## config.mk

```make
export PLATFORM = sky130hd
export DESIGN_NAME = tpe_timer
export DESIGN_NICKNAME = d
export VERILOG_FILES = /design/src/shared/tpe_pkg.sv /design/src/rtl/tpe_timer.sv /design/src/rtl/tpe_sync.sv
export SDC_FILE = /design/constraint.sdc
export NUM_CORES = 1
export LEC_CHECK = 0
export BUFFER_PORTS_ARGS = -buffer_cell sky130_fd_sc_hd__buf_4
export CORE_MARGIN = 4
export CORE_UTILIZATION = 65
export DETAILED_ROUTE_END_ITERATION = 16
export PLACE_DENSITY = 0.86
export SYNTH_ARGS = -nofsm -noshare
export SYNTH_HDL_FRONTEND = slang
export SYNTH_SLANG_ARGS = --single-unit
```

## constraint.sdc

```tcl
create_clock -name clock_i -period 4.4 [get_ports clock_i]
set_input_delay 0.44 -clock clock_i [delete_from_list [all_inputs] [get_ports clock_i]]
set_output_delay 0.44 -clock clock_i [all_outputs]
set_load 0.01 [all_outputs]
```

## src/shared/tpe_pkg.sv

```systemverilog
// Constants for the period, event-count and bypass timer block.
// Assumes a 16-bit internal module bus that decodes the timer base
// and presents the byte offset within the timer window.
package tpe_pkg;

  // ==========================================================
  // Register byte offsets inside the timer window
  localparam logic [5:0] OFS_MODULE_CFG   = 6'h00;
  localparam logic [5:0] OFS_VECTOR_LEVEL = 6'h04;
  localparam logic [5:0] OFS_CONTROL      = 6'h06;
  localparam logic [5:0] OFS_STATUS       = 6'h08;
  localparam logic [5:0] OFS_COUNT_VALUE  = 6'h0A;
  localparam logic [5:0] OFS_RELOAD_1     = 6'h0C;
  localparam logic [5:0] OFS_RELOAD_2     = 6'h0E;
  localparam logic [5:0] OFS_MATCH        = 6'h10;

  // ==========================================================
  // Values after reset and writable masks
  localparam logic [15:0] RST_MODULE_CFG   = 16'h0080;
  localparam logic [15:0] RST_VECTOR_LEVEL = 16'h000F;
  localparam logic [15:0] RST_CONTROL      = 16'h0000;
  localparam logic [15:0] MASK_MODULE_CFG  = 16'hE08F;
  localparam logic [15:0] MASK_VECTOR_LVL  = 16'h07FF;

  // ==========================================================
  // Control register field positions
  localparam int CR_RUN_RELEASE = 15;
  localparam int CR_IE_HI       = 14;
  localparam int CR_IE_LO       = 12;
  localparam int CR_GATE_USE    = 11;
  localparam int CR_TAP_SEL_EN  = 10;
  localparam int CR_CLK_GATE_EN = 9;
  localparam int CR_CLK_SOURCE  = 8;
  localparam int CR_TAP_HI      = 7;
  localparam int CR_TAP_LO      = 5;
  localparam int CR_MODE_HI     = 4;
  localparam int CR_MODE_LO     = 2;
  localparam int CR_DRIVE_HI    = 1;
  localparam int CR_DRIVE_LO    = 0;

  // ==========================================================
  // Status register field positions (low byte is the prescaler)
  localparam int SR_IRQ_PEND  = 15;
  localparam int SR_EXPIRY    = 14;
  localparam int SR_GATE_EVT  = 13;
  localparam int SR_MATCH     = 12;
  localparam int SR_GATE_LVL  = 11;
  localparam int SR_RUNNING   = 10;
  localparam int SR_PIN_LVL   = 9;
  localparam int SR_MATCH_SEEN = 8;

  // Module configuration and vector register fields
  localparam int MC_ARB_HI  = 3;
  localparam int VL_LVL_HI  = 10;
  localparam int VL_LVL_LO  = 8;
  localparam int VL_VEC_HI  = 7;

  // ==========================================================
  // Operating modes and pin drive codes
  localparam logic [2:0] MODE_PERIOD = 3'b101;
  localparam logic [2:0] MODE_EVENT  = 3'b110;
  localparam logic [2:0] MODE_BYPASS = 3'b111;
  localparam logic [1:0] DRV_OFF     = 2'b00;
  localparam logic [1:0] DRV_TOGGLE  = 2'b01;
  localparam logic [1:0] DRV_HIGH    = 2'b11;

  // ==========================================================
  // Counter and prescaler load values
  localparam logic [15:0] CNT_ALL_ONES = 16'hFFFF;
  localparam logic [15:0] CNT_ZERO     = 16'h0000;
  localparam logic [7:0]  PRE_ALL_ONES = 8'hFF;

  // Period measurement sequence
  typedef enum logic [1:0] {
    TPE_PM_WAIT,
    TPE_PM_FIRST,
    TPE_PM_SECOND,
    TPE_PM_DONE
  } tpe_pm_state_t;

endpackage : tpe_pkg

```

## src/rtl/tpe_timer.sv

```systemverilog
// Timer core: period measurement, event count and bypass modes,
// with its register slave on the internal module bus.
// Assumes the bus decodes the timer base and gives byte offsets,
// answers long words as two word accesses, and that pins are async.
`timescale 1ns/1ps
module tpe_timer
  import tpe_pkg::*;
(
  input  wire logic        clock_i,
  input  wire logic        nrst_i,
  input  wire logic        ce_i,
  input  wire logic        bus_sel_i,
  input  wire logic        bus_wr_i,
  input  wire logic [5:0]  bus_addr_i,
  input  wire logic [1:0]  bus_be_i,
  input  wire logic [15:0] bus_wdata_i,
  output logic      [15:0] bus_rdata_o,
  output logic             bus_ack_o,
  input  wire logic        iack_i,
  input  wire logic [2:0]  iack_level_i,
  input  wire logic [3:0]  iack_arb_i,
  output logic             iack_ack_o,
  output logic      [7:0]  iack_vector_o,
  output logic      [2:0]  interrupt_request_line_o,
  input  wire logic        gate_input_pin_n_i,
  input  wire logic        count_input_pin_i,
  input  wire logic        wave_output_pin_i,
  output logic             wave_output_pin_o,
  output logic             wave_output_pin_oe_n_o
);

  // ==========================================================
  // Declarations
  logic [15:0]   mcfg_r;
  logic [15:0]   vlvl_r;
  logic [15:0]   timer_control_reg;
  logic [15:0]   reload1_r;
  logic [15:0]   reload2_r;
  logic [15:0]   match_threshold_reg;
  logic [15:0]   cnt_r;
  logic [7:0]    pre_r;
  logic          loaded_r;
  logic          reload_due_r;
  logic          half_r;
  logic          selclk_q_r;
  logic          gate_q_r;
  logic          expiry_r;
  logic          match_r;
  logic          gate_evt_r;
  logic          seen_r;
  logic          running_r;
  logic          wave_r;
  tpe_pm_state_t pm_r;
  tpe_pm_state_t pm_nxt;
  logic [2:0]    pins_s;
  logic          gate_s;
  logic          tin_s;
  logic          pin_s;

  logic          run_bit;
  logic          gate_use;
  logic          clk_gate;
  logic [2:0]    mode;
  logic [1:0]    drive;
  logic [2:0]    tap;
  logic          wr_hit;
  logic          wr_ctl;
  logic          wr_sts;
  logic          selclk;
  logic          sel_fall;
  logic          run_en;
  logic          run_nxt;
  logic          pre_fall;
  logic          cnt_edge;
  logic [15:0]   cnt_dec;
  logic [7:0]    pre_dec;
  logic          hit_zero;
  logic          hit_match;
  logic          gate_asrt;
  logic          gate_negt;
  logic          gate_evt_set;
  logic          irq_pend;
  logic          bypass;
  logic [15:0]   status;

  assign run_bit  = timer_control_reg[CR_RUN_RELEASE];
  assign gate_use = timer_control_reg[CR_GATE_USE];
  assign clk_gate = timer_control_reg[CR_CLK_GATE_EN];
  assign mode     = timer_control_reg[CR_MODE_HI:CR_MODE_LO];
  assign drive    = timer_control_reg[CR_DRIVE_HI:CR_DRIVE_LO];
  assign tap      = timer_control_reg[CR_TAP_HI:CR_TAP_LO];
  assign bypass   = (mode == MODE_BYPASS);

  // ==========================================================
  // Pin synchronisers; gate is active low at the pin
  tpe_sync #(
    .WIDTH     (3),
    .RST_LEVEL (3'b011)
  ) u_sync (
    .clock_i (clock_i),
    .nrst_i  (nrst_i),
    .ce_i    (ce_i),
    .async_i ({wave_output_pin_i, count_input_pin_i,
               gate_input_pin_n_i}),
    .sync_o  (pins_s)
  );
  assign gate_s = ~pins_s[0];
  assign tin_s  = pins_s[1];
  assign pin_s  = pins_s[2];

  // Gate edges seen on the synchronised level only
  assign gate_asrt = gate_s & ~gate_q_r;
  assign gate_negt = ~gate_s & gate_q_r;

  // ==========================================================
  // Selected clock and its falling edge
  always_comb
  begin
    if (!clk_gate)
      selclk = 1'b1;
    else if (timer_control_reg[CR_CLK_SOURCE])
      selclk = tin_s;
    else
      selclk = half_r;
  end
  assign sel_fall = selclk_q_r & ~selclk;

  // Half-rate clock and edge history
  always_ff @(posedge clock_i)
  begin
    if (!nrst_i)
    begin
      half_r     <= 1'b0;
      selclk_q_r <= 1'b1;
      gate_q_r   <= 1'b0;
    end
    else if (ce_i)
    begin
      half_r     <= ~half_r;
      selclk_q_r <= selclk;
      gate_q_r   <= gate_s;
    end
  end

  // ==========================================================
  // Period measurement sequence
  always_comb
  begin
    pm_nxt = pm_r;
    case (pm_r)
      TPE_PM_WAIT:
        if (gate_s)
          pm_nxt = TPE_PM_FIRST;
      TPE_PM_FIRST:
        if (gate_negt)
          pm_nxt = TPE_PM_SECOND;
      TPE_PM_SECOND:
        if (gate_asrt)
          pm_nxt = TPE_PM_DONE;
      TPE_PM_DONE:
        pm_nxt = TPE_PM_DONE;
      default:
        pm_nxt = TPE_PM_WAIT;
    endcase
  end

  always_ff @(posedge clock_i)
  begin
    if (!nrst_i)
      pm_r <= TPE_PM_WAIT;
    else if (ce_i)
    begin
      if (!(run_bit && clk_gate && gate_use && mode == MODE_PERIOD))
        pm_r <= TPE_PM_WAIT;
      else
        pm_r <= pm_nxt;
    end
  end

  // ==========================================================
  // Counting enable per mode; other modes stay idle
  always_comb
  begin
    case (mode)
      MODE_PERIOD:
        run_en = run_bit && clk_gate && gate_use &&
                 (pm_r == TPE_PM_FIRST || pm_r == TPE_PM_SECOND);
      MODE_EVENT:
        run_en = run_bit && clk_gate && (!gate_use || gate_s);
      MODE_BYPASS:
        run_en = 1'b0;
      default:
        run_en = 1'b0;
    endcase
  end

  // Running flag: bypass shows the gate, else the enable
  assign run_nxt = bypass ? (clk_gate && gate_s) : run_en;

  // Gate event sources; ungated event count never flags
  always_comb
  begin
    gate_evt_set = 1'b0;
    if (run_bit && clk_gate && gate_use)
    begin
      if (mode == MODE_PERIOD)
        gate_evt_set = (pm_r == TPE_PM_SECOND) && gate_asrt;
      else if (mode == MODE_EVENT)
        gate_evt_set = gate_negt;
    end
    if (bypass && clk_gate && gate_use &&
        timer_control_reg[CR_IE_LO+1])
      gate_evt_set = gate_negt;
  end

  // ==========================================================
  // Prescaler taps and the counter clock
  assign pre_dec = pre_r - 8'h01;
  always_comb
  begin
    if (tap == 3'b000)
      pre_fall = pre_r[7] & ~pre_dec[7];
    else
      pre_fall = pre_r[tap - 3'd1] & ~pre_dec[tap - 3'd1];
  end
  assign cnt_edge = run_en && sel_fall &&
                    (!timer_control_reg[CR_TAP_SEL_EN] || pre_fall);

  assign cnt_dec   = cnt_r - 16'h0001;
  assign hit_zero  = cnt_edge && loaded_r && !reload_due_r &&
                     (cnt_dec == CNT_ZERO);
  assign hit_match = cnt_edge && loaded_r && !reload_due_r &&
                     (cnt_dec == match_threshold_reg) && !hit_zero;

  // Prescaler runs only while counting is enabled
  always_ff @(posedge clock_i)
  begin
    if (!nrst_i)
      pre_r <= PRE_ALL_ONES;
    else if (ce_i)
    begin
      if (!run_bit)
        pre_r <= PRE_ALL_ONES;
      else if (run_en && sel_fall)
        pre_r <= pre_dec;
    end
  end

  // Counter: first edge and post-timeout edge load all ones
  always_ff @(posedge clock_i)
  begin
    if (!nrst_i)
    begin
      cnt_r        <= CNT_ZERO;
      loaded_r     <= 1'b0;
      reload_due_r <= 1'b0;
    end
    else if (ce_i)
    begin
      if (!run_bit)
      begin
        cnt_r        <= CNT_ZERO;
        loaded_r     <= 1'b0;
        reload_due_r <= 1'b0;
      end
      else if (cnt_edge)
      begin
        if (!loaded_r || reload_due_r)
        begin
          cnt_r        <= CNT_ALL_ONES;
          loaded_r     <= 1'b1;
          reload_due_r <= 1'b0;
        end
        else
        begin
          cnt_r        <= cnt_dec;
          reload_due_r <= hit_zero;
        end
      end
    end
  end

  // ==========================================================
  // Status flags; a set in the clearing cycle wins
  assign wr_hit = bus_sel_i && bus_wr_i;
  assign wr_ctl = wr_hit && bus_addr_i == OFS_CONTROL;
  assign wr_sts = wr_hit && bus_addr_i == OFS_STATUS && bus_be_i[1];

  always_ff @(posedge clock_i)
  begin
    if (!nrst_i)
    begin
      expiry_r   <= 1'b0;
      match_r    <= 1'b0;
      gate_evt_r <= 1'b0;
      seen_r     <= 1'b0;
      running_r  <= 1'b0;
    end
    else if (ce_i)
    begin
      expiry_r   <= (expiry_r & ~(wr_sts & bus_wdata_i[SR_EXPIRY]))
                    | hit_zero;
      match_r    <= (match_r & ~(wr_sts & bus_wdata_i[SR_MATCH]))
                    | hit_match;
      gate_evt_r <= (gate_evt_r & ~(wr_sts & bus_wdata_i[SR_GATE_EVT]))
                    | gate_evt_set;
      if (!run_bit || hit_zero)
        seen_r <= 1'b0;
      else if (hit_match)
        seen_r <= 1'b1;
      running_r  <= run_nxt;
    end
  end

  // ==========================================================
  // Wave output pin; output enable is low while driving
  always_ff @(posedge clock_i)
  begin
    if (!nrst_i)
    begin
      wave_r                 <= 1'b0;
      wave_output_pin_o      <= 1'b0;
      wave_output_pin_oe_n_o <= 1'b1;
    end
    else if (ce_i)
    begin
      if (!run_bit)
        wave_r <= (drive == DRV_HIGH);
      else if (hit_zero && drive == DRV_TOGGLE)
        wave_r <= ~wave_r;
      if (bypass && (run_bit || !clk_gate))
      begin
        // Static level is only changed with the run bit low
        wave_output_pin_o      <= wave_output_pin_o;
        wave_output_pin_oe_n_o <= wave_output_pin_oe_n_o;
      end
      else
      begin
        wave_output_pin_o      <= wave_r;
        wave_output_pin_oe_n_o <= (drive == DRV_OFF);
      end
    end
  end

  // ==========================================================
  // Register writes; byte lanes honoured, read-only data dropped
  function automatic logic [15:0] tpe_merge(
    input logic [15:0] old_v,
    input logic [15:0] new_v,
    input logic [1:0]  be,
    input logic [15:0] mask
  );
    logic [15:0] m;
    m = {{8{be[1]}}, {8{be[0]}}} & mask;
    return (old_v & ~m) | (new_v & m);
  endfunction : tpe_merge

  always_ff @(posedge clock_i)
  begin
    if (!nrst_i)
    begin
      mcfg_r              <= RST_MODULE_CFG;
      vlvl_r              <= RST_VECTOR_LEVEL;
      timer_control_reg   <= RST_CONTROL;
      reload1_r           <= CNT_ZERO;
      reload2_r           <= CNT_ZERO;
      match_threshold_reg <= CNT_ZERO;
    end
    else if (ce_i && wr_hit)
    begin
      case (bus_addr_i)
        OFS_MODULE_CFG:
          mcfg_r <= tpe_merge(mcfg_r, bus_wdata_i, bus_be_i,
                              MASK_MODULE_CFG);
        OFS_VECTOR_LEVEL:
          vlvl_r <= tpe_merge(vlvl_r, bus_wdata_i, bus_be_i,
                              MASK_VECTOR_LVL);
        OFS_CONTROL:
          timer_control_reg <= tpe_merge(timer_control_reg,
                                         bus_wdata_i, bus_be_i, 16'hFFFF);
        OFS_RELOAD_1:
          reload1_r <= tpe_merge(reload1_r, bus_wdata_i, bus_be_i,
                                 16'hFFFF);
        OFS_RELOAD_2:
          reload2_r <= tpe_merge(reload2_r, bus_wdata_i, bus_be_i,
                                 16'hFFFF);
        OFS_MATCH:
          match_threshold_reg <= tpe_merge(match_threshold_reg,
                                           bus_wdata_i, bus_be_i,
                                           16'hFFFF);
        default:
          ;
      endcase
    end
  end

  // ==========================================================
  // Status word; bypass masks counting flags and taps
  assign irq_pend = (timer_control_reg[CR_IE_HI] && expiry_r) ||
                    (timer_control_reg[CR_IE_LO+1] && gate_evt_r) ||
                    (timer_control_reg[CR_IE_LO] && match_r);
  always_comb
  begin
    status                = 16'h0000;
    status[SR_IRQ_PEND]   = irq_pend;
    status[SR_EXPIRY]     = expiry_r && !bypass;
    status[SR_GATE_EVT]   = gate_evt_r;
    status[SR_MATCH]      = match_r && !bypass;
    status[SR_GATE_LVL]   = pins_s[0]; // pin level, high if negated
    status[SR_RUNNING]    = running_r;
    status[SR_PIN_LVL]    = pin_s;
    status[SR_MATCH_SEEN] = seen_r && !bypass;
    status[7:0]           = bypass ? PRE_ALL_ONES : pre_r;
  end

  // Read data and acknowledge one cycle after the request
  always_ff @(posedge clock_i)
  begin
    if (!nrst_i)
    begin
      bus_rdata_o <= 16'h0000;
      bus_ack_o   <= 1'b0;
    end
    else if (ce_i)
    begin
      bus_ack_o <= bus_sel_i;
      if (bus_sel_i && !bus_wr_i)
      begin
        case (bus_addr_i)
          OFS_MODULE_CFG:   bus_rdata_o <= mcfg_r;
          OFS_VECTOR_LEVEL: bus_rdata_o <= vlvl_r;
          OFS_CONTROL:      bus_rdata_o <= timer_control_reg;
          OFS_STATUS:       bus_rdata_o <= status;
          OFS_COUNT_VALUE:  bus_rdata_o <= cnt_r;
          OFS_RELOAD_1:     bus_rdata_o <= reload1_r;
          OFS_RELOAD_2:     bus_rdata_o <= reload2_r;
          OFS_MATCH:        bus_rdata_o <= match_threshold_reg;
          default:          bus_rdata_o <= 16'h0000;
        endcase
      end
      else
        bus_rdata_o <= 16'h0000;
    end
  end

  // ==========================================================
  // Interrupt request and acknowledge arbitration.
  // Zero arbitration priority never wins, so an unset module stays out.
  always_ff @(posedge clock_i)
  begin
    if (!nrst_i)
    begin
      interrupt_request_line_o <= 3'b000;
      iack_ack_o               <= 1'b0;
      iack_vector_o            <= 8'h00;
    end
    else if (ce_i)
    begin
      interrupt_request_line_o <= irq_pend ?
                                  vlvl_r[VL_LVL_HI:VL_LVL_LO] : 3'b000;
      iack_ack_o    <= iack_i && irq_pend &&
                       iack_level_i == vlvl_r[VL_LVL_HI:VL_LVL_LO] &&
                       mcfg_r[MC_ARB_HI:0] > iack_arb_i;
      iack_vector_o <= vlvl_r[VL_VEC_HI:0];
    end
  end

endmodule : tpe_timer

```

## src/rtl/tpe_sync.sv

```systemverilog
// Two-flop synchroniser for a group of pin levels.
// Assumes the pins are asynchronous to clock_i; only the second
// stage may be read by other logic.
`timescale 1ns/1ps
module tpe_sync #(
  parameter int                 WIDTH     = 3,
  parameter logic [WIDTH-1:0]   RST_LEVEL = '1
) (
  input  wire logic             clock_i,
  input  wire logic             nrst_i,
  input  wire logic             ce_i,
  input  wire logic [WIDTH-1:0] async_i,
  output logic      [WIDTH-1:0] sync_o
);

  logic [WIDTH-1:0] meta_r;

  // ==========================================================
  // Two stages; first stage feeds only the second
  always_ff @(posedge clock_i)
  begin
    if (!nrst_i)
    begin
      meta_r <= RST_LEVEL;
      sync_o <= RST_LEVEL;
    end
    else if (ce_i)
    begin
      meta_r <= async_i;
      sync_o <= meta_r;
    end
  end

endmodule : tpe_sync

```

# Yosys cells after proc, flatten, opt, wreduce, memory -nomap -nowiden
# Index checks and enable logic that the tools add are counted.
totals:
  ff_bits: 170
  inputBits: 40
  output_inout_bits: 31
  wordCells: 207
classes:
  add_sub_neg: 3
  order_cmp: 2
  n_eq_ne: 24
  n_mux: 37
  n_bitwise: 43
  reduce_logical: 69
op_table:
  columns: ["operator", "count"]
  rows:
  - ["16-bit bitwise AND", 8]
  - ["16-bit one-hot mux with 8 select lines", 1]
  - ["16-bit OR", 6]
  - ["16-bit two-way mux", 4]
  - ["1-bit logical AND", 33]
  - ["16-bit NOT", 2]
  - ["6-bit by 4-bit == test with 1-bit output, second input constant", 4]
  - ["8-bit two-way mux", 3]
  - ["2-bit AND reduction", 11]
  - ["1-bit two-way mux", 20]
  - ["16-bit by 11-bit bitwise AND with 16-bit output", 1]
  - ["16-bit == test", 1]
  - ["16-bit zero test", 1]
  - ["11-bit NOT with 16-bit output", 1]
  - ["16-bit by 1-bit subtractor with 16-bit output, second input constant", 1]
  - ["6-bit by 3-bit == test with 1-bit output, second input constant", 2]
  - ["1-bit bitwise AND", 11]
  - ["1-bit NOT", 11]
  - ["3-bit == test, second input constant", 3]
  - ["1-bit zero test", 9]
  - ["3-bit != test, second input constant", 3]
  - ["1-bit logical OR", 8]
  - ["2-bit two-way mux", 4]
  - ["2-bit by 1-bit != test with 1-bit output, second input constant", 4]
  - ["other kinds (19)", 26]

# Logic depth before layout (Yosys ltp)
# Gate-level depths: netlist of run 1.
depth:
  word_depth: 15
  depth_mapped: 13
  mapped_depth_nobuf: 11

# Hierarchy
# A second synthesis of run 1 with hierarchy kept.
unflattened:
  cells_unflattened: 979
  hier_area_um2: 8403.1
modules_own_cells:
  columns: ["mod", "n_inst", "cells_per_inst", "area_per_inst_um2", "seq_area_each_um2"]
  rows:
  - ["tpe_timer", 1, 960, 8184.1, 3022.9]
  - ["tpe_sync", 1, 19, 219.0, 120.1]

# Least setup slack after synthesis of run 1
# OpenSTA, ideal clock, no wires.
synth_path:
  path_kind: "register to register"
  startpoint: "register pre_r[2]"
  endpoint: "register cnt_r[8]"
  setup_time_ns: 0.115
  arrival_ns: 2.648
  required_ns: 4.285
  slack_ns: 1.638
  path_stages_with_launch: 14
  n_path_buf: 2
  period_less_slack_ns: 2.762
  path_cell_list: "dfxtp_1 clkbuf_1 nor3_1 nand2_1 nor3_1 ha_1 nor2b_1 mux4_2 and3_1 a21boi_1 nand2b_1 buf_2 a21oi_1 o21a_1"
synth_between:
  elab_chain_cells: 10
  elab_cells_between_ends: 14
  cone_classes: "1 x add/sub; 1 x eq/ne; 5 x mux; 4 x bitwise; 3 x reduce/logical"
synth_lines:
  columns: ["item", "line", "rtl"]
  rows:
  - ["from (decl)", "tpe_timer.sv:41", "logic [7:0] pre_r;"]
  - ["from (signal assigned)", "tpe_timer.sv:245", "pre_r <= pre_dec;"]
  - ["8-bit by 1-bit subtractor with 8-bit output", "tpe_timer.sv:218", "assign pre_dec = pre_r - 8'h01;"]
  - ["1-bit binary-select mux with 3-bit select", "tpe_timer.sv:224", "pre_fall = pre_r[tap - 3'd1] & ~pre_dec[tap - 3'd1];"]
  - ["1-bit two-way mux (implied by the code)", "tpe_timer.sv:224", null]
  - ["1-bit NOT", "tpe_timer.sv:224", null]
  - ["1-bit bitwise AND", "tpe_timer.sv:224", null]
  - ["1-bit two-way mux *", "tpe_timer.sv:221", "if (tap == 3'b000)"]
  - ["1-bit logical OR *", "tpe_timer.sv:227", "(!timer_control_reg[CR_TAP_SEL_EN] || pre_fall);"]
  - ["1-bit logical AND *", "tpe_timer.sv:226", "assign cnt_edge = run_en && sel_fall &&"]
  - ["2-bit by 1-bit != test with 1-bit output (no line) *", null, null]
  - ["2-bit AND reduction (no line) *", null, null]
  - ["to (signal assigned)", "tpe_timer.sv:276", "cnt_r <= cnt_dec;"]
  - ["to (decl)", "tpe_timer.sv:40", "logic [15:0] cnt_r;"]
# Every way passes the cells marked *; elsewhere a longest branch is shown, timed or not. The select of a mux whose other input is x is not followed.
# A chain may end at the register's enable or synchronous reset.

==> reports/results.txt, run 1 <==
Seq/Total Area, Yosys - 38.6%
IO Port Bufs - 70
Top FF cell, synth - dfxtp_1
critical path launch point type - flip-flop
clk sinks - 157
diode count - 0
HPWL Detailed - 16900 um
Fillers - 930
pre-CTS setup slack - 1210 ps
Synth area leaders - dfxtp_1 (39%), mux2i_1 (11%), nor2_1 (6.7%)
area delta synth->final - 14.7%
Lkg Pwr - 3.51 nW
Crit Path Class - reg2reg
Setup TNS - 0 ps
Hold Fails Final Rpt - 0
Clock Root Buffer - clkbuf_16
GRT Residual Overflow - 0
Clock Tree Buf Depth - 2
cell row count - 40
area of the core - 12100 um2
number of synthesized flops with an enable pin - 0
top-area cell type share of the netlist area - 38.6%
asr flop ratio synth - 0%
CTS tree - built
DRT iter0 DRCs - 1008
TritonCTS Buffers - 17
max frequency - 302 MHz
R2R setup slack - 1090 ps
Yosys reg bits - 157
post-cts gate resize count - 0
crit path capture type - flip-flop
synth cell count leaders - dfxtp_1 (157), nor2_1 (146), nand2_1 (104)
HP Class - in2reg
final WL - 24900 um
Global Route Usage Sum - 35.2%
cts hold-fix bufs - 0
CP required - 4770 ps
status - complete, no violations
Reg2Reg Depth - 10
total nets after synthesis - 1039
starting density of the core - 67.2%
Layout Nets - 1071
RSZ-0062 raised after global routing - false
area leader, netlist - dfxtp_1
setup ws final - 1090 ps
antenna-violating nets left - 0
H-tree levels - 4
die area - 14400 um2
post-DR wirelength/cell - 20.8 um
worst-skew pair later-pin latency - 430 ps
Crit Path Max Fanout - 14
first-pass GRT wire length - 39600 um
setup bufs post-CTS - 0
Die Span Y - 120 um
PwrDens - 347 nW/um2
peak supply drop - 267 uV
Min-Delay Path Depth - 3
antenna violations before repair - 0
Synth warnings - 0
drt first pass iters - 7
worst slew pin tran - 1130 ps
clk_skew - 6.69 ps
Slew headroom - 24.3%
Avg Cell Area, Syn - 8.26 um2
cell count after synthesis - 985
largest net degree at the start of global routing - 84
share of layout cells above drive strength 1 - 13.8%
via-per-instance ratio - 6.43
placer congestion estimate - 0.934
Residual DRC - 0
worst path arrival time - 3680 ps
synthesized area - 8140 um2
CP Capture Point - cnt_r[8]$_SDFFE_PN0P_
maxcap violations - 0
Die W - 120 um
via count - 7706
Slew Limit Fails - 0
most common cell in the netlist - dfxtp_1
crit path time final - 3310 ps
final setup fails - 0
post-synthesis cell type count - 63
vias in the first global route - 7288
clock slew at reported path FFs - 60 ps
Final Cycle Share - 75.2%
io pins - 71
reg2reg end - cnt_r[8]$_SDFFE_PN0P_
==> stage by stage <==
stage	cells	util [%]	hold slack, ps	instance area [um2]	power [mW]
finish	1198	77.0	221	9330	3.24
global placement	1166	71.6	446	8680	1.62
CTS	1198	77.0	217	9330	3.23
floorplan	985	-	441	8140	1.55
global route	1198	77.0	245	9330	3.31
detailed placement	1166	71.6	454	8680	1.63
==> final cells by class <==
class	count	area (um2)	share of cell area [%]
Multi-Input combinational cell	743	4670	50.0
Sequential cell	157	3140	33.7
Timing Repair Buffer	76	571	6.11
Clock buffer	19	443	4.75
Clock inverter	13	211	2.27
Tap cell	168	210	2.25
Inverter	22	85.1	0.912
==> where the power goes <==
part           total [mW]  switching [mW]  leakage [nW]  internal (mW)
Clock                1.64           0.611         0.318           1.03
Combinational       0.165           0.110          1.92         0.0551
Sequential           1.44         0.00592          1.27           1.43
==> cells by family after synthesis <==
logic type / count (synthesis) / share of synthesized area (%)
multiplexers: 106 / 13.5
AND/OR/NAND/NOR: 392 / 22.7
adder cells (fa/ha/maj): 14 / 2.15
XOR/XNOR: 36 / 3.87
AO/OA/AOI/OAI: 195 / 15.1
flip-flops: 157 / 38.6
buffers and inverters: 85 / 4.14
==> worst max-delay path: stages (launching register included) <==
cell and delay, ps:
dfxtp_1 490, inv_1 170, ha_1 470, inv_1 120
a41o_1 250, a211o_1 290, a21oi_1 130, a21boi_1 340
nand2b_1 570, and3_1 280, o21a_1 140
==> cells in the final DEF, fill, tap and decap left out, types with 5 or more instances in the layout <==
master	netlist	layout
o21ai_0	39	39
a22o_1	8	8
o22ai_1	7	7
a21oi_1	74	74
nor2_1	146	146
clkbuf_16	0	17
nand3_1	39	39
or3_1	10	10
and2_1	7	7
nand2_1	104	104
ha_1	14	14
xor2_1	10	10
a22oi_1	13	13
nand2b_1	12	12
nor3_1	17	17
buf_4	0	76
a222oi_1	6	6
mux2_2	17	17
xnor2_1	26	26
inv_1	21	21
nor4_1	7	6
a211oi_1	6	6
bufinv_16	0	5
nor2b_1	10	9
and3_1	5	5
nand4_1	12	12
mux2i_1	88	88
dfxtp_1	157	157
==> metal layers <==
metal  track usage [%]  part of all wire [%]  vias up
li1                  -                     -     3544
met1              46.3                    40     3596
met2              55.0                    46      473
met3              7.96                   9.6       93
met4              16.3                   4.1        0
met5                 0                     0        -
==> worst min-delay path by stage <==
stage	start	endpoint	slack, ps
finish	count_input_pin_i	u_sync.meta_r[1]$_SDFFE_PN1P_	220
global route	count_input_pin_i	u_sync.meta_r[1]$_SDFFE_PN1P_	250
CTS	count_input_pin_i	u_sync.meta_r[1]$_SDFFE_PN1P_	220
detailed placement	wave_output_pin_o$_SDFFE_PN0P_	wave_output_pin_o$_SDFFE_PN0P_	450
global placement	wave_output_pin_o$_SDFFE_PN0P_	wave_output_pin_o$_SDFFE_PN0P_	450
floorplan	u_sync.meta_r[0]$_SDFFE_PN1P_	u_sync.meta_r[0]$_SDFFE_PN1P_	440
(Power assumes the default switching activity.)
==> run 2, diff against run 1 <==
- CORE_UTILIZATION: 65 -> 54
- PLACE_DENSITY: 0.86 -> 0.76
- clock period: 4.4 -> 3 ns (I/O delays scaled with it)
==> reports/results.txt, run 2 (synthesis results as in run 1) <==
P_sw - 1.10 mW
setup bufs post-CTS - 0
HPWL Detailed - 17100 um
Crit Path Max Fanout - 14
switching share of power - 24.6%
H-tree levels - 4
Final Cycle Share - 92.9%
max frequency - 359 MHz
post-cts gate resize count - 0
io pins - 71
cell row count - 44
share of layout cells above drive strength 1 - 16.2%
CTS tree - built
Placed Cells - 1211
drt first pass iters - 6
Die W - 131 um
reg2reg end - cnt_r[3]$_SDFFE_PN0P_
Logic pwr share - 5.6%
critical path launch point type - flip-flop
DRT iter0 DRCs - 895
Clock Tree Buf Depth - 2
PwrDens - 469 nW/um2
antenna violations before repair - 0
Sequential Power Share - 47.2%
clock slew at reported path FFs - 60 ps
Crit Path Class - reg2reg
antenna-violating nets left - 0
Reg2Reg Depth - 12
first-pass GRT wire length - 38100 um
via count - 7546
worst slew pin tran - 925 ps
HP Class - in2reg
Hold Fails Final Rpt - 0
R2R setup slack - 210 ps
GRT Residual Overflow - 0
crit path capture type - flip-flop
final cell count without fillers - 1243
Clk pwr share - 47.2%
Lkg Pwr - 3.62 nW
maxcap violations - 0
internal power - 3.36 mW
Worst R2R Start - pre_r[4]$_SDFFE_PN1P_
WHS - 85.8 ps
TritonCTS Buffers - 17
placer congestion estimate - 0.970
clk sinks - 157
final setup fails - 0
via-per-instance ratio - 6.07
Slew headroom - 38.3%
crit path time final - 2790 ps
Residual DRC - 0
Die Span Y - 131 um
diode count - 0
die area - 17100 um2
RSZ-0062 raised after global routing - false
area of the core - 14600 um2
status - complete, no violations
cts hold-fix bufs - 0
Slew Limit Fails - 0
worst hold endpoint - u_sync.meta_r[1]$_SDFFE_PN1P_
largest net degree at the start of global routing - 80
Global Route Usage Sum - 28.8%
most frequent cells in the layout - dfxtp_1 (157), nor2_1 (146), nand2_1 (104), buf_4 (103), mux2i_1 (88)
worst path arrival time - 3140 ps
area delta synth->final - 16.8%
final WL - 23900 um
starting density of the core - 55.6%
Setup TNS - 0 ps
Clock Root Buffer - clkbuf_16
Min-Delay Path Depth - 3
Hold Startpoint - count_input_pin_i
vias in the first global route - 7087
Layout Nets - 1100
peak supply drop - 405 uV
worst-skew pair later-pin latency - 430 ps
commonest non-fill, non-tap cell in the layout - dfxtp_1
post-DR wirelength/cell - 19.2 um
IO Port Bufs - 70
CP required - 3360 ps
clk_skew - 11.2 ps
## run 2: cell count changes in the layout (fill, tap and decap cells not counted), sizes merged
| cell | previous run | this run |
|---|---|---|
| buf | 76 | 105 |
| bufinv | 5 | 1 |
| clkinvlp | 1 | 3 |
| inv | 25 | 27 |
| clkbuf | 19 | 18 |
| clkinv | 4 | 5 |
## run 2: worst max-delay path: stages, from the launching register on
cell      delay (ps)
dfxtp_1          490
nor3_2            90
nand2_1          110
nor3_1            60
ha_1             320
nor2b_1           50
mux4_2           440
and3_1           190
a21boi_1         330
nand2b_1         160
buf_4            200
o211ai_1         120
a21oi_1          160
## run 2: final cells by class
type | count | area [um2]
clock buffer | 18 | 439
clock inverter | 14 | 131
fill | 1294 | 5140
inverter | 22 | 85.1
multi-input combinational | 743 | 4670
sequential | 157 | 3140
tap | 184 | 230
timing repair buffer | 105 | 805
## run 2: power groups by stage
stage / clock (mW) / sequential, mW / combinational [mW]
floorplan: 0 / 2.15 / 0.125
global placement: 0 / 2.15 / 0.242
detailed placement: 0 / 2.15 / 0.243
CTS: 2.12 / 2.10 / 0.245
global route: 2.21 / 2.11 / 0.266
finish: 2.10 / 2.10 / 0.248
## run 2: per-stage QoR
| stage | setup WS [ps] | utilization, % | total power [mW] | instance area, um2 |
|---|---|---|---|---|
| 6_report | 214 | 64.9 | 4.46 | 9500 |
| 5_1_grt | 22.5 | 64.9 | 4.58 | 9500 |
| 4_1_cts | 135 | 64.8 | 4.47 | 9500 |
| 3_5_place_dp | 151 | 60.9 | 2.39 | 8920 |
| 3_3_place_gp | 242 | 60.9 | 2.39 | 8920 |
| 2_1_floorplan | 238 | - | 2.28 | 8140 |
## run 2: how the worst max path moves through the flow
stage,from,endpoint,slack (ps)
5_1_grt,pre_r[4]$_SDFFE_PN1P_,seen_r$_SDFFE_PN0P_,20
6_report,pre_r[4]$_SDFFE_PN1P_,cnt_r[3]$_SDFFE_PN0P_,210
4_1_cts,pre_r[4]$_SDFFE_PN1P_,seen_r$_SDFFE_PN0P_,140
2_1_floorplan,pre_r[2]$_SDFFE_PN1P_,cnt_r[8]$_SDFFE_PN0P_,240
3_5_place_dp,pre_r[4]$_SDFFE_PN1P_,cnt_r[3]$_SDFFE_PN0P_,150
3_3_place_gp,pre_r[4]$_SDFFE_PN1P_,cnt_r[8]$_SDFFE_PN0P_,240
## run 2: metal layers
metal  wire length, um  GRT usage, %
met1              9960          38.5
met2             11000          44.6
met5                 0             0
met4               943          12.8
met3              2050          6.63
